File: src/logic/dcr_defines.vh
`ifndef DCR_DEFINES_VH
`define DCR_DEFINES_VH
// ----------------------------------------
// register location and byte lanes
// ----------------------------------------
`define DCR_ADDR_W 6
`define DCR_ADDR_BYTE3 6'h1D
`define DCR_ADDR_BYTE2 6'h1E
`define DCR_ADDR_BYTE1 6'h1F
`define DCR_ADDR_BYTE0 6'h20
// ----------------------------------------
// field positions
// ----------------------------------------
`define DCR_BIT_CMP_PD 28
`define DCR_BIT_LOCKUP 27
`define DCR_BIT_CDAC_PD 26
`define DCR_BIT_FDAC_PD 25
`define DCR_BIT_DIG_PD 24
`define DCR_BIT_PLL_RANGE 22
`define DCR_BIT_PLL_BYP 21
`define DCR_MULT_HI 20
`define DCR_MULT_LO 16
`define DCR_BIT_CLR_ONE 15
`define DCR_BIT_CLR_HOLD 14
`define DCR_BIT_TRIANGLE 13
`define DCR_MODE_HI 11
`define DCR_MODE_LO 9
// ----------------------------------------
// reset value and constants
// ----------------------------------------
`define DCR_RESET_VALUE 32'h0060_0000
`define DCR_KEEP_MASK 32'h1F7F_7FFF
`define DCR_MODE_SINGLE 3'h0
`define DCR_MODE_FSK 3'h1
`define DCR_MODE_RAMP_FSK 3'h2
`define DCR_MODE_CHIRP 3'h3
`define DCR_MODE_BPSK 3'h4
`define DCR_MULT_MIN 5'h04
`define DCR_MULT_MAX 5'h14
`endif

File: src/logic/dcr_triangle.v
`timescale 1ns/100ps
`default_nettype none
// ----------------------------------------
// triangle sweep direction tracker
// ----------------------------------------
module dcr_triangle (
    input wire clk_i,
    input wire rst_i,
    input wire enable_i,
    input wire at_end_i,
    input wire at_start_i,
    output reg sweep_up_o
);
    // direction flips at each end; restarts upward when disabled
    always @(posedge clk_i) begin
        if (rst_i || !enable_i) begin
            sweep_up_o <= 1'b1;
        end else if (sweep_up_o && at_end_i) begin
            sweep_up_o <= 1'b0;
        end else if (!sweep_up_o && at_start_i) begin
            sweep_up_o <= 1'b1;
        end
    end
endmodule // dcr_triangle
`default_nettype wire

File: src/logic/dcr_control_word.v
// Notes on behaviour
// - one 32-bit control word at byte addresses 1D to 20 hex, bit 31 MSB
// - bit 28 powers down the comparator
// - bit 27 must be zero; writing one halts until master reset
// - bit 26 powers down the control DAC only
// - bit 25 powers down cosine DAC, control DAC and reference
// - bit 24 stops digital clocks; PLL keeps running
// - bit 22 selects VCO gain range, resets to one
// - bit 21 bypasses PLL, resets to one; reference drives system clock
// - bits 20:16 multiply factor, used only when bypass clear, range 4..20
// - writing one to bit 15 pulses accumulator 1 clear, then self-clears
// - the one-shot clear acts the same in every operating mode
// - bit 14 holds both accumulators at zero while set
// - bit 13 sweeps start to end frequency and back continuously, only while mode field is ramped FSK
// - mode field 11:9 value 2 is ramped FSK; others as listed
`timescale 1ns/100ps
`default_nettype none
`include "dcr_defines.vh"
module dcr_control_word #(
    parameter MULT_W = 5
) (
    input wire clk_i,
    input wire rst_i,
    input wire wr_en_i,
    input wire rd_en_i,
    input wire [`DCR_ADDR_W-1:0] addr_i,
    input wire [7:0] wr_data_i,
    input wire sweep_at_end_i,
    input wire sweep_at_start_i,
    output reg [7:0] rd_data_o,
    output wire hit_o,
    output reg [31:0] control_word_o,
    output wire comparator_pd_o,
    output wire control_dac_pd_o,
    output wire cosine_dac_pd_o,
    output wire reference_pd_o,
    output wire digital_clk_en_o,
    output wire pll_clk_en_o,
    output wire pll_high_range_o,
    output wire pll_bypass_o,
    output wire pll_powered_o,
    output wire [MULT_W-1:0] pll_mult_o,
    output wire pll_mult_valid_o,
    output reg acc1_clear_o,
    output wire acc_hold_clear_o,
    output wire triangle_active_o,
    output wire sweep_up_o,
    output wire [2:0] mode_o,
    output wire ramp_fsk_o,
    output reg halted_o
);
    // ----------------------------------------
    // byte lane decode
    // ----------------------------------------
    function [1:0] lane_of;
        input [`DCR_ADDR_W-1:0] a;
        begin
            case (a)
                `DCR_ADDR_BYTE3: lane_of = 2'h3;
                `DCR_ADDR_BYTE2: lane_of = 2'h2;
                `DCR_ADDR_BYTE1: lane_of = 2'h1;
                default: lane_of = 2'h0;
            endcase
        end
    endfunction

    // one-hot write strobe per byte lane
    function [3:0] lane_hot;
        input [1:0] l;
        begin
            lane_hot = 4'h1 << l;
        end
    endfunction

    // pick one byte of the word for the read port
    function [7:0] byte_of;
        input [31:0] w;
        input [1:0] l;
        begin
            case (l)
                2'h3: byte_of = w[31:24];
                2'h2: byte_of = w[23:16];
                2'h1: byte_of = w[15:8];
                default: byte_of = w[7:0];
            endcase
        end
    endfunction

    // multiplier factors the pll can lock to
    function mult_ok;
        input [MULT_W-1:0] m;
        begin
            mult_ok = (m >= `DCR_MULT_MIN) && (m <= `DCR_MULT_MAX);
        end
    endfunction

    // ----------------------------------------
    // request qualification
    // ----------------------------------------
    wire [1:0] lane;
    wire in_range;
    wire wr_take;
    wire rd_take;
    wire [3:0] lane_wr;
    wire [31:0] keep_mask;
    wire [31:0] byte_in;
    reg [31:0] word_next;
    reg clr_next;
    reg lock_next;
    assign lane = lane_of(addr_i);
    assign in_range = (addr_i >= `DCR_ADDR_BYTE3) &&
                      (addr_i <= `DCR_ADDR_BYTE0);
    // hit is combinational so a host sees a miss at once
    assign hit_o = in_range;
    // a halted part refuses every write until the master reset
    assign wr_take = wr_en_i && in_range && !halted_o;
    assign rd_take = rd_en_i && in_range;
    assign lane_wr = wr_take ? lane_hot(lane) : 4'h0;
    assign keep_mask = `DCR_KEEP_MASK;

    // ----------------------------------------
    // write path
    // ----------------------------------------
    // each lane takes the new byte or keeps the stored one
    genvar g;
    generate
        for (g = 0; g < 4; g = g + 1) begin : g_lane
            assign byte_in[8*g+7:8*g] = lane_wr[g] ? wr_data_i :
                                        control_word_o[8*g+7:8*g];
        end
    endgenerate

    // the one-shot bit is never stored, so reads show it as zero
    always @* begin
        word_next = byte_in & keep_mask;
        clr_next = lane_wr[1] && byte_in[`DCR_BIT_CLR_ONE];
        lock_next = lane_wr[3] && byte_in[`DCR_BIT_LOCKUP];
    end

    // ----------------------------------------
    // register storage
    // ----------------------------------------
    always @(posedge clk_i) begin
        if (rst_i) begin
            control_word_o <= `DCR_RESET_VALUE;
            acc1_clear_o <= 1'b0;
            halted_o <= 1'b0;
        end else begin
            control_word_o <= word_next;
            acc1_clear_o <= clr_next;
            // lockup is sticky; only the master reset above leaves it
            if (lock_next) begin
                halted_o <= 1'b1;
            end
        end
    end

    // ----------------------------------------
    // read path
    // ----------------------------------------
    // unmapped reads answer zero rather than a stale byte
    always @(posedge clk_i) begin
        if (rst_i) begin
            rd_data_o <= 8'h00;
        end else if (rd_take) begin
            rd_data_o <= byte_of(control_word_o, lane);
        end else if (rd_en_i) begin
            rd_data_o <= 8'h00;
        end
    end

    // ----------------------------------------
    // power-down controls
    // ----------------------------------------
    assign comparator_pd_o = control_word_o[`DCR_BIT_CMP_PD];
    // full dac power-down forces the control dac down as well
    assign control_dac_pd_o = control_word_o[`DCR_BIT_CDAC_PD] |
                              control_word_o[`DCR_BIT_FDAC_PD];
    assign cosine_dac_pd_o = control_word_o[`DCR_BIT_FDAC_PD];
    assign reference_pd_o = control_word_o[`DCR_BIT_FDAC_PD];
    // a halted part also freezes its digital clocks
    assign digital_clk_en_o = !control_word_o[`DCR_BIT_DIG_PD] &&
                              !halted_o;

    // ----------------------------------------
    // pll controls
    // ----------------------------------------
    assign pll_clk_en_o = !pll_bypass_o;
    assign pll_high_range_o = control_word_o[`DCR_BIT_PLL_RANGE];
    assign pll_bypass_o = control_word_o[`DCR_BIT_PLL_BYP];
    assign pll_powered_o = !control_word_o[`DCR_BIT_PLL_BYP];
    assign pll_mult_o = control_word_o[`DCR_MULT_HI:`DCR_MULT_LO];
    // the factor only means something with the pll in the loop
    assign pll_mult_valid_o = !pll_bypass_o &&
                              mult_ok(pll_mult_o);

    // ----------------------------------------
    // accumulator and sweep controls
    // ----------------------------------------
    assign acc_hold_clear_o = control_word_o[`DCR_BIT_CLR_HOLD];
    assign mode_o = control_word_o[`DCR_MODE_HI:`DCR_MODE_LO];
    assign ramp_fsk_o = (mode_o == `DCR_MODE_RAMP_FSK);
    // sweeping is gated here on the mode field being ramped FSK
    // other mode codes leave the direction tracker idle
    assign triangle_active_o = control_word_o[`DCR_BIT_TRIANGLE] &&
                               ramp_fsk_o;

    // ----------------------------------------
    // triangle sweep direction
    // ----------------------------------------
    dcr_triangle u_triangle (
        .clk_i(clk_i),
        .rst_i(rst_i),
        .enable_i(triangle_active_o),
        .at_end_i(sweep_at_end_i),
        .at_start_i(sweep_at_start_i),
        .sweep_up_o(sweep_up_o)
    );
endmodule // dcr_control_word
`default_nettype wire

File: config.mk
export PLATFORM = sky130hd
export DESIGN_NAME = dcr_control_word
export DESIGN_NICKNAME = d
export VERILOG_FILES = /design/src/logic/dcr_triangle.v /design/src/logic/dcr_control_word.v
export VERILOG_INCLUDE_DIRS = /design/src /design/src/logic
export SDC_FILE = /design/constraint.sdc
export NUM_CORES = 1
export LEC_CHECK = 0
export BUFFER_PORTS_ARGS = -buffer_cell sky130_fd_sc_hd__buf_2
export CORE_AREA = 2 2 72 74
export CTS_CLUSTER_SIZE = 10
export DETAILED_ROUTE_END_ITERATION = 10
export DIE_AREA = 0 0 74 76
export PLACE_DENSITY = 0.75
export RECOVER_POWER = 50
export SYNTH_ARGS = -nofsm -noshare
export SYNTH_HDL_FRONTEND = slang
export SYNTH_SLANG_ARGS = --single-unit
File: constraint.sdc
create_clock -name clk_i -period 3.6 [get_ports clk_i]
set_input_delay 0.54 -clock clk_i [delete_from_list [all_inputs] [get_ports clk_i]]
set_output_delay 0.54 -clock clk_i [all_outputs]
set_load 0.01 [all_outputs]
[Yosys cells after proc, flatten, opt, wreduce, memory -nomap -nowiden]
Cells that the tools add are included.
Word-level totals
  memories kept: 0
  latch bits: 0
  bits in writable memories: 0
  output and inout port bits: 65
  word-level logic and storage cells: 51
  bits in registers: 38
  memory bits (read-only): 0
  input bits: 20
Operators by class
  divide/modulo/power cells: 0
  bitwise operators: 1
  reduce and logical (&&, ||, !) cells: 20
  shift operators: 1
  mux-type cells: 9
  $lt $le $gt $ge: 4
  equal/unequal tests: 7
  $add $sub $neg: 0
  multiply operators: 0
Operator list (number)
  $mux 8: 3
  $pmux 8 s3: 1
  $eq 6x5->1 const B: 3
  $logic_and 1x1->1: 12
  $ge 6x5->1 const B: 1
  $le 6x6->1 const B: 1
  $pmux 2 s3: 1
  $ge 5x3->1 const B: 1
  $le 5x5->1 const B: 1
  $logic_not 1->1: 5
  $mux 5: 1
  $eq 2x2->1 const B: 2
  $mux 4: 1
  $reduce_bool 2->1: 2
  $shl 1x2->4 const A: 1
  $eq 3x2->1 const B: 1
  $eq 2x1->1 const B: 1
  $mux 1: 2
  $logic_or 1x1->1: 1
  $or 1x1->1: 1

[Logic depth before layout (Yosys ltp)]
Gate-level depths: netlist of the first run.
  depth in word-level cells: 7
  depth in mapped cells: 6

[Modules after synthesis]
A second synthesis of the first run with hierarchy kept.
Unflattened totals
  cell total of the unflattened synthesis: 211
  area, all modules: 1893.1 um^2
Modules (own cells, without submodules)
  dcr_control_word: cells an instance 206, instances 1, area an instance 1845.5 um^2
  dcr_triangle: cells an instance 5, instances 1, area an instance 47.5 um^2

[Worst setup path before layout of the first run]
OpenSTA, ideal clock, no wires.
  path type: in2out
  start point: input port addr_i[5]
  end point: output port hit_o
  cell stages on the path: 5
  slack: 1.644 ns
  arrival: 1.416 ns
  required time: 3.060 ns
  buffers on the path: 2
  cell sequence: nor4b_2 > and2_1 > buf_2 > buf_4 > or2_2
On the way
  word-level cells in the longest chain between the ends: 2
RTL lines
  start: declaration: RTL line dcr_control_word.v:26  | input wire [`DCR_ADDR_W-1:0] addr_i,
  $ge 6x5->1 (no source line) or $le 6x6->1 (tied branches)
  $logic_and 1x1->1 *: RTL line dcr_control_word.v:111  | assign in_range = (addr_i >= `DCR_ADDR_BYTE3) &&
  end: declaration: RTL line dcr_control_word.v:31  | output wire hit_o,
Mark *: on every way between the ends. The rest lies on a longest branch, timed or not.

[Worst setup path after layout of the first run]
  start point: input port addr_i[0]
  end point: output port hit_o
The elaborated chain is that of the path after synthesis.

==> flow_results.xml, run 1 <==
<?xml version="1.0" encoding="UTF-8"?>
<metrics>
  <group name="cts">
    <metric name="cts_hold_buf" unit="">0</metric>
    <metric name="cts_made_buffers" unit="">5</metric>
    <metric name="cts_setup_buffers" unit="">0</metric>
    <metric name="cts_clk_pin_slew_worst_paths" unit="ns">0.07</metric>
    <metric name="cts_htree_levels" unit="">2</metric>
    <metric name="clock_path_buffers" unit="">2</metric>
    <metric name="tritoncts" unit="">built</metric>
    <metric name="cts.root.buffer_cell" unit="">sky130_fd_sc_hd__clkbuf_8</metric>
    <metric name="ctsResizeCount" unit="">0</metric>
    <metric name="tritoncts_num_sinks" unit="">38</metric>
    <metric name="insertion_delay" unit="ns">0.29</metric>
  </group>
  <group name="die">
    <metric name="floorplan.die.height" unit="microns">76</metric>
    <metric name="die_w" unit="microns">74</metric>
    <metric name="core_region_area" unit="sq um">4910</metric>
    <metric name="initial_utilization" unit="%">38.3</metric>
    <metric name="die_area" unit="sq um">5620</metric>
    <metric name="num_rows" unit="">26</metric>
    <metric name="top_level_ports" unit="">85</metric>
  </group>
  <group name="power_and_ir_drop">
    <metric name="p_leak" unit="nW">0.959</metric>
    <metric name="p_per_area" unit="nW/um^2">359</metric>
    <metric name="max-vdd-ir-drop" unit="V">0.000188</metric>
  </group>
  <group name="timing">
    <metric name="timing_worst_slew_pin_value" unit="ns">1.72</metric>
    <metric name="setup-violations-final" unit="">0</metric>
    <metric name="unrepaired_setup_endpoints_after_global_routing" unit="">false</metric>
    <metric name="min_period_over_period" unit="%">67.1</metric>
    <metric name="timing_hold_violations_final" unit="">0</metric>
    <metric name="period_minus_slack" unit="ns">2.42</metric>
    <metric name="maxSlewHeadroom" unit="%">-14.4</metric>
    <metric name="tns" unit="ns">0</metric>
    <metric name="clock-skew-final" unit="ns">0.00747</metric>
    <metric name="max_clock_freq" unit="MHz">414</metric>
    <metric name="drv_slew" unit="">42</metric>
  </group>
  <group name="job">
    <metric name="cap_viol_max_count" unit="">1</metric>
  </group>
  <group name="drt">
    <metric name="viasPerCell" unit="">4.91</metric>
    <metric name="initialDrtViolationCount" unit="">72</metric>
    <metric name="avgRoutedWirePerCell" unit="microns">13.9</metric>
    <metric name="dr_vias" unit="">1674</metric>
    <metric name="drt_first_pass_iters" unit="">4</metric>
    <metric name="postRouteAntennaNets" unit="">0</metric>
    <metric name="postRouteWirelength" unit="microns">4730</metric>
    <metric name="drcViolationCount" unit="">0</metric>
  </group>
  <group name="synth">
    <metric name="seq_area_frac_synth" unit="%">40.4</metric>
    <metric name="post-synth-top-area-fraction" unit="%">40.4</metric>
    <metric name="netlist_area" unit="sq um">1880</metric>
    <metric name="synth.area.top_cells" unit="">sky130_fd_sc_hd__dfxtp_1, sky130_fd_sc_hd__mux2i_1, sky130_fd_sc_hd__buf_4</metric>
    <metric name="synthesis.area_per_instance" unit="sq um">8.88</metric>
    <metric name="total_of_warnings_raised_by_yosys" unit="">0</metric>
    <metric name="synth_flop_cell" unit="">sky130_fd_sc_hd__dfxtp_1</metric>
    <metric name="yosys.cell_types.count" unit="">28</metric>
    <metric name="synthDominantAreaCellType" unit="">sky130_fd_sc_hd__dfxtp_1</metric>
    <metric name="synth-edff-count" unit="">0</metric>
    <metric name="postSynth.asyncResetShare" unit="%">0</metric>
    <metric name="netlist_instances" unit="">212</metric>
    <metric name="ys_ff_latch" unit="">38</metric>
  </group>
  <group name="layout">
    <metric name="final_util" unit="%">44.9</metric>
    <metric name="final_cell_area" unit="sq um">2200</metric>
    <metric name="layout-drive-gt1-share" unit="%">17.0</metric>
    <metric name="final_common_cell" unit="">sky130_fd_sc_hd__clkbuf_1</metric>
    <metric name="layout_common_cells" unit="">sky130_fd_sc_hd__clkbuf_1, sky130_fd_sc_hd__dfxtp_1, sky130_fd_sc_hd__buf_2</metric>
    <metric name="fill_cells" unit="">508</metric>
    <metric name="antenna_cells" unit="">0</metric>
    <metric name="flow.area_growth_from_synthesis" unit="%">17.1</metric>
    <metric name="net_count_final" unit="">290</metric>
    <metric name="register_area" unit="sq um">761</metric>
    <metric name="area_taken_by_multi_input_logic_gates" unit="sq um">913</metric>
  </group>
  <group name="grt">
    <metric name="grt_pass1_wl" unit="microns">7430</metric>
    <metric name="grtUsageTotal" unit="%">16.8</metric>
    <metric name="first_global_vias" unit="">1556</metric>
    <metric name="grt_overflow_total" unit="">0</metric>
    <metric name="grt_start_max_net_pins" unit="">42</metric>
    <metric name="antenna_found_initial" unit="">0</metric>
  </group>
  <group name="placement">
    <metric name="buffer_ports.inserted" unit="">79</metric>
    <metric name="placed_cell_area" unit="sq um">2170</metric>
    <metric name="place_hpwl" unit="microns">3480</metric>
    <metric name="place_congestion" unit="">0.804</metric>
  </group>
  <group name="worst_setup_path">
    <metric name="worst-endpoint-arrival" unit="ns">1.88</metric>
    <metric name="criticalPathCategory" unit="">in -&gt; out</metric>
    <metric name="worst_setup_path_start_kind" unit="">input port</metric>
    <metric name="critical_path_peak_fanout" unit="">16</metric>
    <metric name="critical_path_required" unit="ns">3.06</metric>
    <metric name="crit_path_end_kind" unit="">primary output</metric>
  </group>
  <group name="worst_hold_path">
    <metric name="hp-class" unit="">reg -&gt; reg</metric>
  </group>
  <group name="outcome">
    <metric name="status" unit="">complete, but fails checks</metric>
    <metric name="violated_checks" unit="">max-capacitance violations, max-slew violations</metric>
  </group>
</metrics>
-- Yosys cell counts (3+ instances only) --
| library cell | instances |
|---|---|
| sky130_fd_sc_hd__inv_1 | 3 |
| sky130_fd_sc_hd__a21oi_1 | 19 |
| sky130_fd_sc_hd__or2_2 | 3 |
| sky130_fd_sc_hd__nor2_1 | 30 |
| sky130_fd_sc_hd__nand2b_1 | 9 |
| sky130_fd_sc_hd__dfxtp_1 | 38 |
| sky130_fd_sc_hd__mux2i_1 | 24 |
| sky130_fd_sc_hd__buf_2 | 4 |
| sky130_fd_sc_hd__nand2_1 | 11 |
| sky130_fd_sc_hd__o32ai_1 | 7 |
| sky130_fd_sc_hd__clkbuf_1 | 5 |
| sky130_fd_sc_hd__nand3_1 | 10 |
| sky130_fd_sc_hd__buf_4 | 23 |
| sky130_fd_sc_hd__a2bb2oi_1 | 6 |
| sky130_fd_sc_hd__nor3_1 | 3 |
-- layout make-up --
type | instances | share of cell area [%]
clock inverter | 2 | 0.568
sequential | 38 | 34.5
multi-input combinational | 143 | 41.5
clock buffer | 6 | 3.75
inverter | 3 | 0.511
tap | 70 | 3.98
timing repair buffer | 79 | 15.2
-- registers in the layout (all words and copies together), names as in the netlist --
register	count
u_triangle.sweep_up_o	1
halted_o	1
rd_data_o	8
control_word_o	27
acc1_clear_o	1
-- layer usage --
layer / share of wire, % / up-vias / GRT usage [%]
met1: 46 / 783 / 21.3
met2: 47 / 60 / 27.9
met4: 1.2 / 0 / 4.91
li1: - / 824 / -
met3: 6.3 / 7 / 3.97
met5: 0 / - / 0
-- critical path, cell delays in order --
cell and delay (ns):
sky130_fd_sc_hd__buf_2 0.21, sky130_fd_sc_hd__nor4b_2 0.31, sky130_fd_sc_hd__and2_1 0.50, sky130_fd_sc_hd__or2_2 0.20, sky130_fd_sc_hd__buf_2 0.12
-- worst paths after layout --
check / startpoint / end / slack [ns] / cells after the start
max: addr_i[0] / hit_o / 1.18 / 5
min: rd_data_o[7] / rd_data_o[7] / 0.47 / 2
max reg2reg: halted_o / control_word_o[19] / 1.62 / 4
min reg2reg: rd_data_o[7] / rd_data_o[7] / 0.47 / 2
-- through the flow --
step / power, mW / setup slack [ns] / instances / hold slack, ns
3_5_place_dp: 0.496 / 1.19 / 333 / 0.463
2_1_floorplan: 0.476 / 1.64 / 216 / 0.490
3_3_place_gp: 0.495 / 1.21 / 333 / 0.457
4_1_cts: 0.795 / 1.19 / 341 / 0.475
6_report: 0.790 / 1.18 / 341 / 0.474
5_1_grt: 0.814 / 1.06 / 341 / 0.494
-- kinds of logic (layout without fill, tap and decap cells) --
kind of cell / count (synthesis) / count (layout) / synth area share (%)
AO/OA/AOI/OAI: 37 / 37 / 13.0
AND/OR/NAND/NOR: 77 / 77 / 21.8
flip-flops: 38 / 38 / 40.4
buffers and inverters: 35 / 90 / 11.8
multiplexers: 24 / 24 / 12.8
other: 1 / 5 / 0.199
-- where the power goes --
part / switching, mW / internal [mW]
Sequential: 0.00182 / 0.422
Combinational: 0.0394 / 0.0228
Clock: 0.150 / 0.154
No activity file was read; power rests on OpenSTA's default activity.
==> inputs of run 2 (changes only) <==
==> constraint.sdc (replaced) <==
create_clock -name clk_i -period 2.47 [get_ports clk_i]
set_input_delay 0.3705 -clock clk_i [delete_from_list [all_inputs] [get_ports clk_i]]
set_output_delay 0.3705 -clock clk_i [all_outputs]
set_load 0.01 [all_outputs]
==> run 2 against run 1 <==
  * The flow now finishes without violations
  * Utilization increased by 0.76 points
  * First-iteration DRC count decreased by 31%
  * Clock power increased by 69%
  * Non-clock buffer count increased by 3
  * Flip-flop and latch count unchanged
  * Clock-buffer cell count decreased by 1
  * Global-route usage increased by 0.15 points
  * Critical path depth unchanged
  * Die area unchanged
  * Sequential share of layout area decreased by 0.58 points
==> flow_results.xml, run 2 (synthesis gave the netlist of run 1 again) <==
<?xml version="1.0" encoding="UTF-8"?>
<metrics>
  <group name="outcome">
    <metric name="status" unit="">finished clean</metric>
  </group>
  <group name="worst_setup_path">
    <metric name="critical_path_required" unit="ns">2.10</metric>
    <metric name="crit-reg2reg-launch" unit="">halted_o</metric>
    <metric name="cpPeakStageDelay" unit="ns">0.40</metric>
    <metric name="crit_path_end_kind" unit="">primary output</metric>
    <metric name="critical_path_peak_fanout" unit="">9</metric>
    <metric name="worstReg2RegEnd" unit="">control_word_o[8]</metric>
    <metric name="criticalPathCategory" unit="">in -&gt; out</metric>
    <metric name="path_delay_family" unit="">simple AND/OR/NAND/NOR gates</metric>
    <metric name="worst-endpoint-arrival" unit="ns">1.41</metric>
    <metric name="crit_cells" unit="">5</metric>
    <metric name="timing.critical_path.buf_inv" unit="">2</metric>
    <metric name="worst_setup_path_start_kind" unit="">input port</metric>
    <metric name="cp_cell_sequence" unit="">buf_2 -&gt; nand4b_4 -&gt; nor2_1 -&gt; or2_2 -&gt; buf_2</metric>
    <metric name="ff2ff_path_depth" unit="">4</metric>
    <metric name="cpMostUsedCell" unit="">sky130_fd_sc_hd__buf_2</metric>
    <metric name="cp_slowest_cell" unit="">sky130_fd_sc_hd__nor2_1</metric>
    <metric name="reg2reg_slack" unit="ns">0.71</metric>
  </group>
  <group name="timing">
    <metric name="maxSlewHeadroom" unit="%">55.3</metric>
    <metric name="max_clock_freq" unit="MHz">561</metric>
    <metric name="timing_worst_slew_pin_value" unit="ns">0.670</metric>
    <metric name="tns" unit="ns">0</metric>
    <metric name="min_period_over_period" unit="%">72.1</metric>
    <metric name="drv_slew" unit="">0</metric>
    <metric name="clock-skew-final" unit="ns">0.00694</metric>
    <metric name="final.hold.worst_slack" unit="ns">0.346</metric>
    <metric name="timing_hold_violations_final" unit="">0</metric>
    <metric name="setup-violations-final" unit="">0</metric>
    <metric name="unrepaired_setup_endpoints_after_global_routing" unit="">false</metric>
    <metric name="layout_setup_ws" unit="ns">0.688</metric>
    <metric name="period_minus_slack" unit="ns">1.78</metric>
  </group>
  <group name="worst_hold_path">
    <metric name="min_path_cells" unit="">3</metric>
    <metric name="min_delay_worst_endpoint" unit="">control_word_o[7]</metric>
    <metric name="hold_start" unit="">wr_data_i[7]</metric>
    <metric name="hp-class" unit="">in -&gt; reg</metric>
  </group>
  <group name="power_and_ir_drop">
    <metric name="p_int" unit="uW">947</metric>
    <metric name="power.clock.fraction" unit="%">42.0</metric>
    <metric name="comb_power_share" unit="%">7.5</metric>
    <metric name="p_per_area" unit="nW/um^2">547</metric>
    <metric name="netSwitchingPower" unit="uW">278</metric>
    <metric name="switching_share_of_power" unit="%">22.7</metric>
    <metric name="max-vdd-ir-drop" unit="V">0.000317</metric>
    <metric name="seq_power_share" unit="%">50.4</metric>
    <metric name="p_leak" unit="nW">0.991</metric>
  </group>
  <group name="die">
    <metric name="num_rows" unit="">26</metric>
    <metric name="floorplan.die.height" unit="microns">76</metric>
    <metric name="top_level_ports" unit="">85</metric>
    <metric name="die_area" unit="sq um">5620</metric>
    <metric name="core_region_area" unit="sq um">4910</metric>
    <metric name="die_w" unit="microns">74</metric>
    <metric name="initial_utilization" unit="%">38.3</metric>
  </group>
  <group name="placement">
    <metric name="place_ws" unit="ns">0.591</metric>
    <metric name="placed_cells_incl_taps" unit="">336</metric>
    <metric name="place_hpwl" unit="microns">3470</metric>
    <metric name="place_congestion" unit="">0.801</metric>
    <metric name="buffer_ports.inserted" unit="">79</metric>
  </group>
  <group name="drt">
    <metric name="postRouteWirelength" unit="microns">4660</metric>
    <metric name="drt_first_pass_iters" unit="">4</metric>
    <metric name="viasPerCell" unit="">4.91</metric>
    <metric name="postRouteAntennaNets" unit="">0</metric>
    <metric name="drcViolationCount" unit="">0</metric>
    <metric name="avgRoutedWirePerCell" unit="microns">13.5</metric>
    <metric name="initialDrtViolationCount" unit="">50</metric>
    <metric name="dr_vias" unit="">1690</metric>
  </group>
  <group name="cts">
    <metric name="clock_path_buffers" unit="">2</metric>
    <metric name="insertion_delay" unit="ns">0.29</metric>
    <metric name="cts_setup_buffers" unit="">0</metric>
    <metric name="cts_hold_buf" unit="">0</metric>
    <metric name="cts.root.buffer_cell" unit="">sky130_fd_sc_hd__clkbuf_8</metric>
    <metric name="tritoncts" unit="">built</metric>
    <metric name="tritoncts_num_sinks" unit="">38</metric>
    <metric name="cts_htree_levels" unit="">2</metric>
    <metric name="cts_clk_pin_slew_worst_paths" unit="ns">0.07</metric>
    <metric name="cts_made_buffers" unit="">5</metric>
    <metric name="ctsResizeCount" unit="">0</metric>
  </group>
  <group name="layout">
    <metric name="flow.area_growth_from_synthesis" unit="%">19.1</metric>
    <metric name="layout-drive-gt1-share" unit="%">18.2</metric>
    <metric name="largest_registers" unit="">control_word_o x27, rd_data_o x8</metric>
    <metric name="layoutNonFillerInstCount" unit="">344</metric>
    <metric name="layout_common_cells" unit="">sky130_fd_sc_hd__clkbuf_1, sky130_fd_sc_hd__dfxtp_1, sky130_fd_sc_hd__buf_2</metric>
    <metric name="net_count_final" unit="">293</metric>
    <metric name="largest_register_ffs" unit="">27</metric>
    <metric name="final_common_cell" unit="">sky130_fd_sc_hd__clkbuf_1</metric>
    <metric name="largest_register" unit="">control_word_o</metric>
    <metric name="antenna_cells" unit="">0</metric>
  </group>
  <group name="grt">
    <metric name="antenna_found_initial" unit="">0</metric>
    <metric name="first_global_vias" unit="">1503</metric>
    <metric name="grt_start_max_net_pins" unit="">41</metric>
    <metric name="grt_pass1_wl" unit="microns">7370</metric>
    <metric name="grtUsageTotal" unit="%">16.9</metric>
    <metric name="grt_overflow_total" unit="">0</metric>
  </group>
  <group name="job">
    <metric name="cap_viol_max_count" unit="">0</metric>
  </group>
</metrics>
## run 2: power groups by stage
stage               clock [mW]  combinational [mW]  sequential (mW)
floorplan                    0              0.0613            0.633
global placement             0              0.0919            0.632
detailed placement           0              0.0929            0.632
CTS                      0.527              0.0932            0.618
global route             0.551               0.101            0.618
finish                   0.515              0.0922            0.618
## run 2: cell type report
class	count	area, sq um
multi-input combinational	143	913
timing repair buffer	82	359
tap	70	87.6
clock inverter	3	40.0
sequential	38	761
fill	536	2670
clock buffer	5	68.8
inverter	3	11.3
## run 2: worst max-delay path by stage
| stage | from | to | slack (ns) |
|---|---|---|---|
| 2_1_floorplan | addr_i[5] | hit_o | 0.85 |
| 5_1_grt | halted_o | control_word_o[10] | 0.55 |
| 4_1_cts | addr_i[5] | hit_o | 0.69 |
| 6_report | addr_i[5] | hit_o | 0.69 |
| 3_5_place_dp | wr_en_i | control_word_o[10] | 0.59 |
| 3_3_place_gp | wr_en_i | control_word_o[11] | 0.62 |
## run 2: metrics by stage
| step | area (sq um) | power (mW) | util [%] |
|---|---|---|---|
| after floorplan | 1900 | 0.694 | - |
| after global placement | 2190 | 0.724 | 44.6 |
| after detailed placement | 2190 | 0.725 | 44.6 |
| after CTS | 2300 | 1.24 | 46.8 |
| after global routing | 2240 | 1.27 | 45.6 |
| final | 2240 | 1.22 | 45.6 |
## run 2: worst min-delay path: cells and delay by family
kind            cells  cell delay [ns]
simple gates        1             0.06
compound gates      1             0.05
buf+inv             1             0.11
## run 2: per-layer routing
metal	up-vias	GRT usage [%]	wire [microns]
met5	-	0	0
met4	0	4.55	70
met3	8	5.16	290
met2	57	26.0	2120
met1	790	22.9	2180
li1	835	-	-
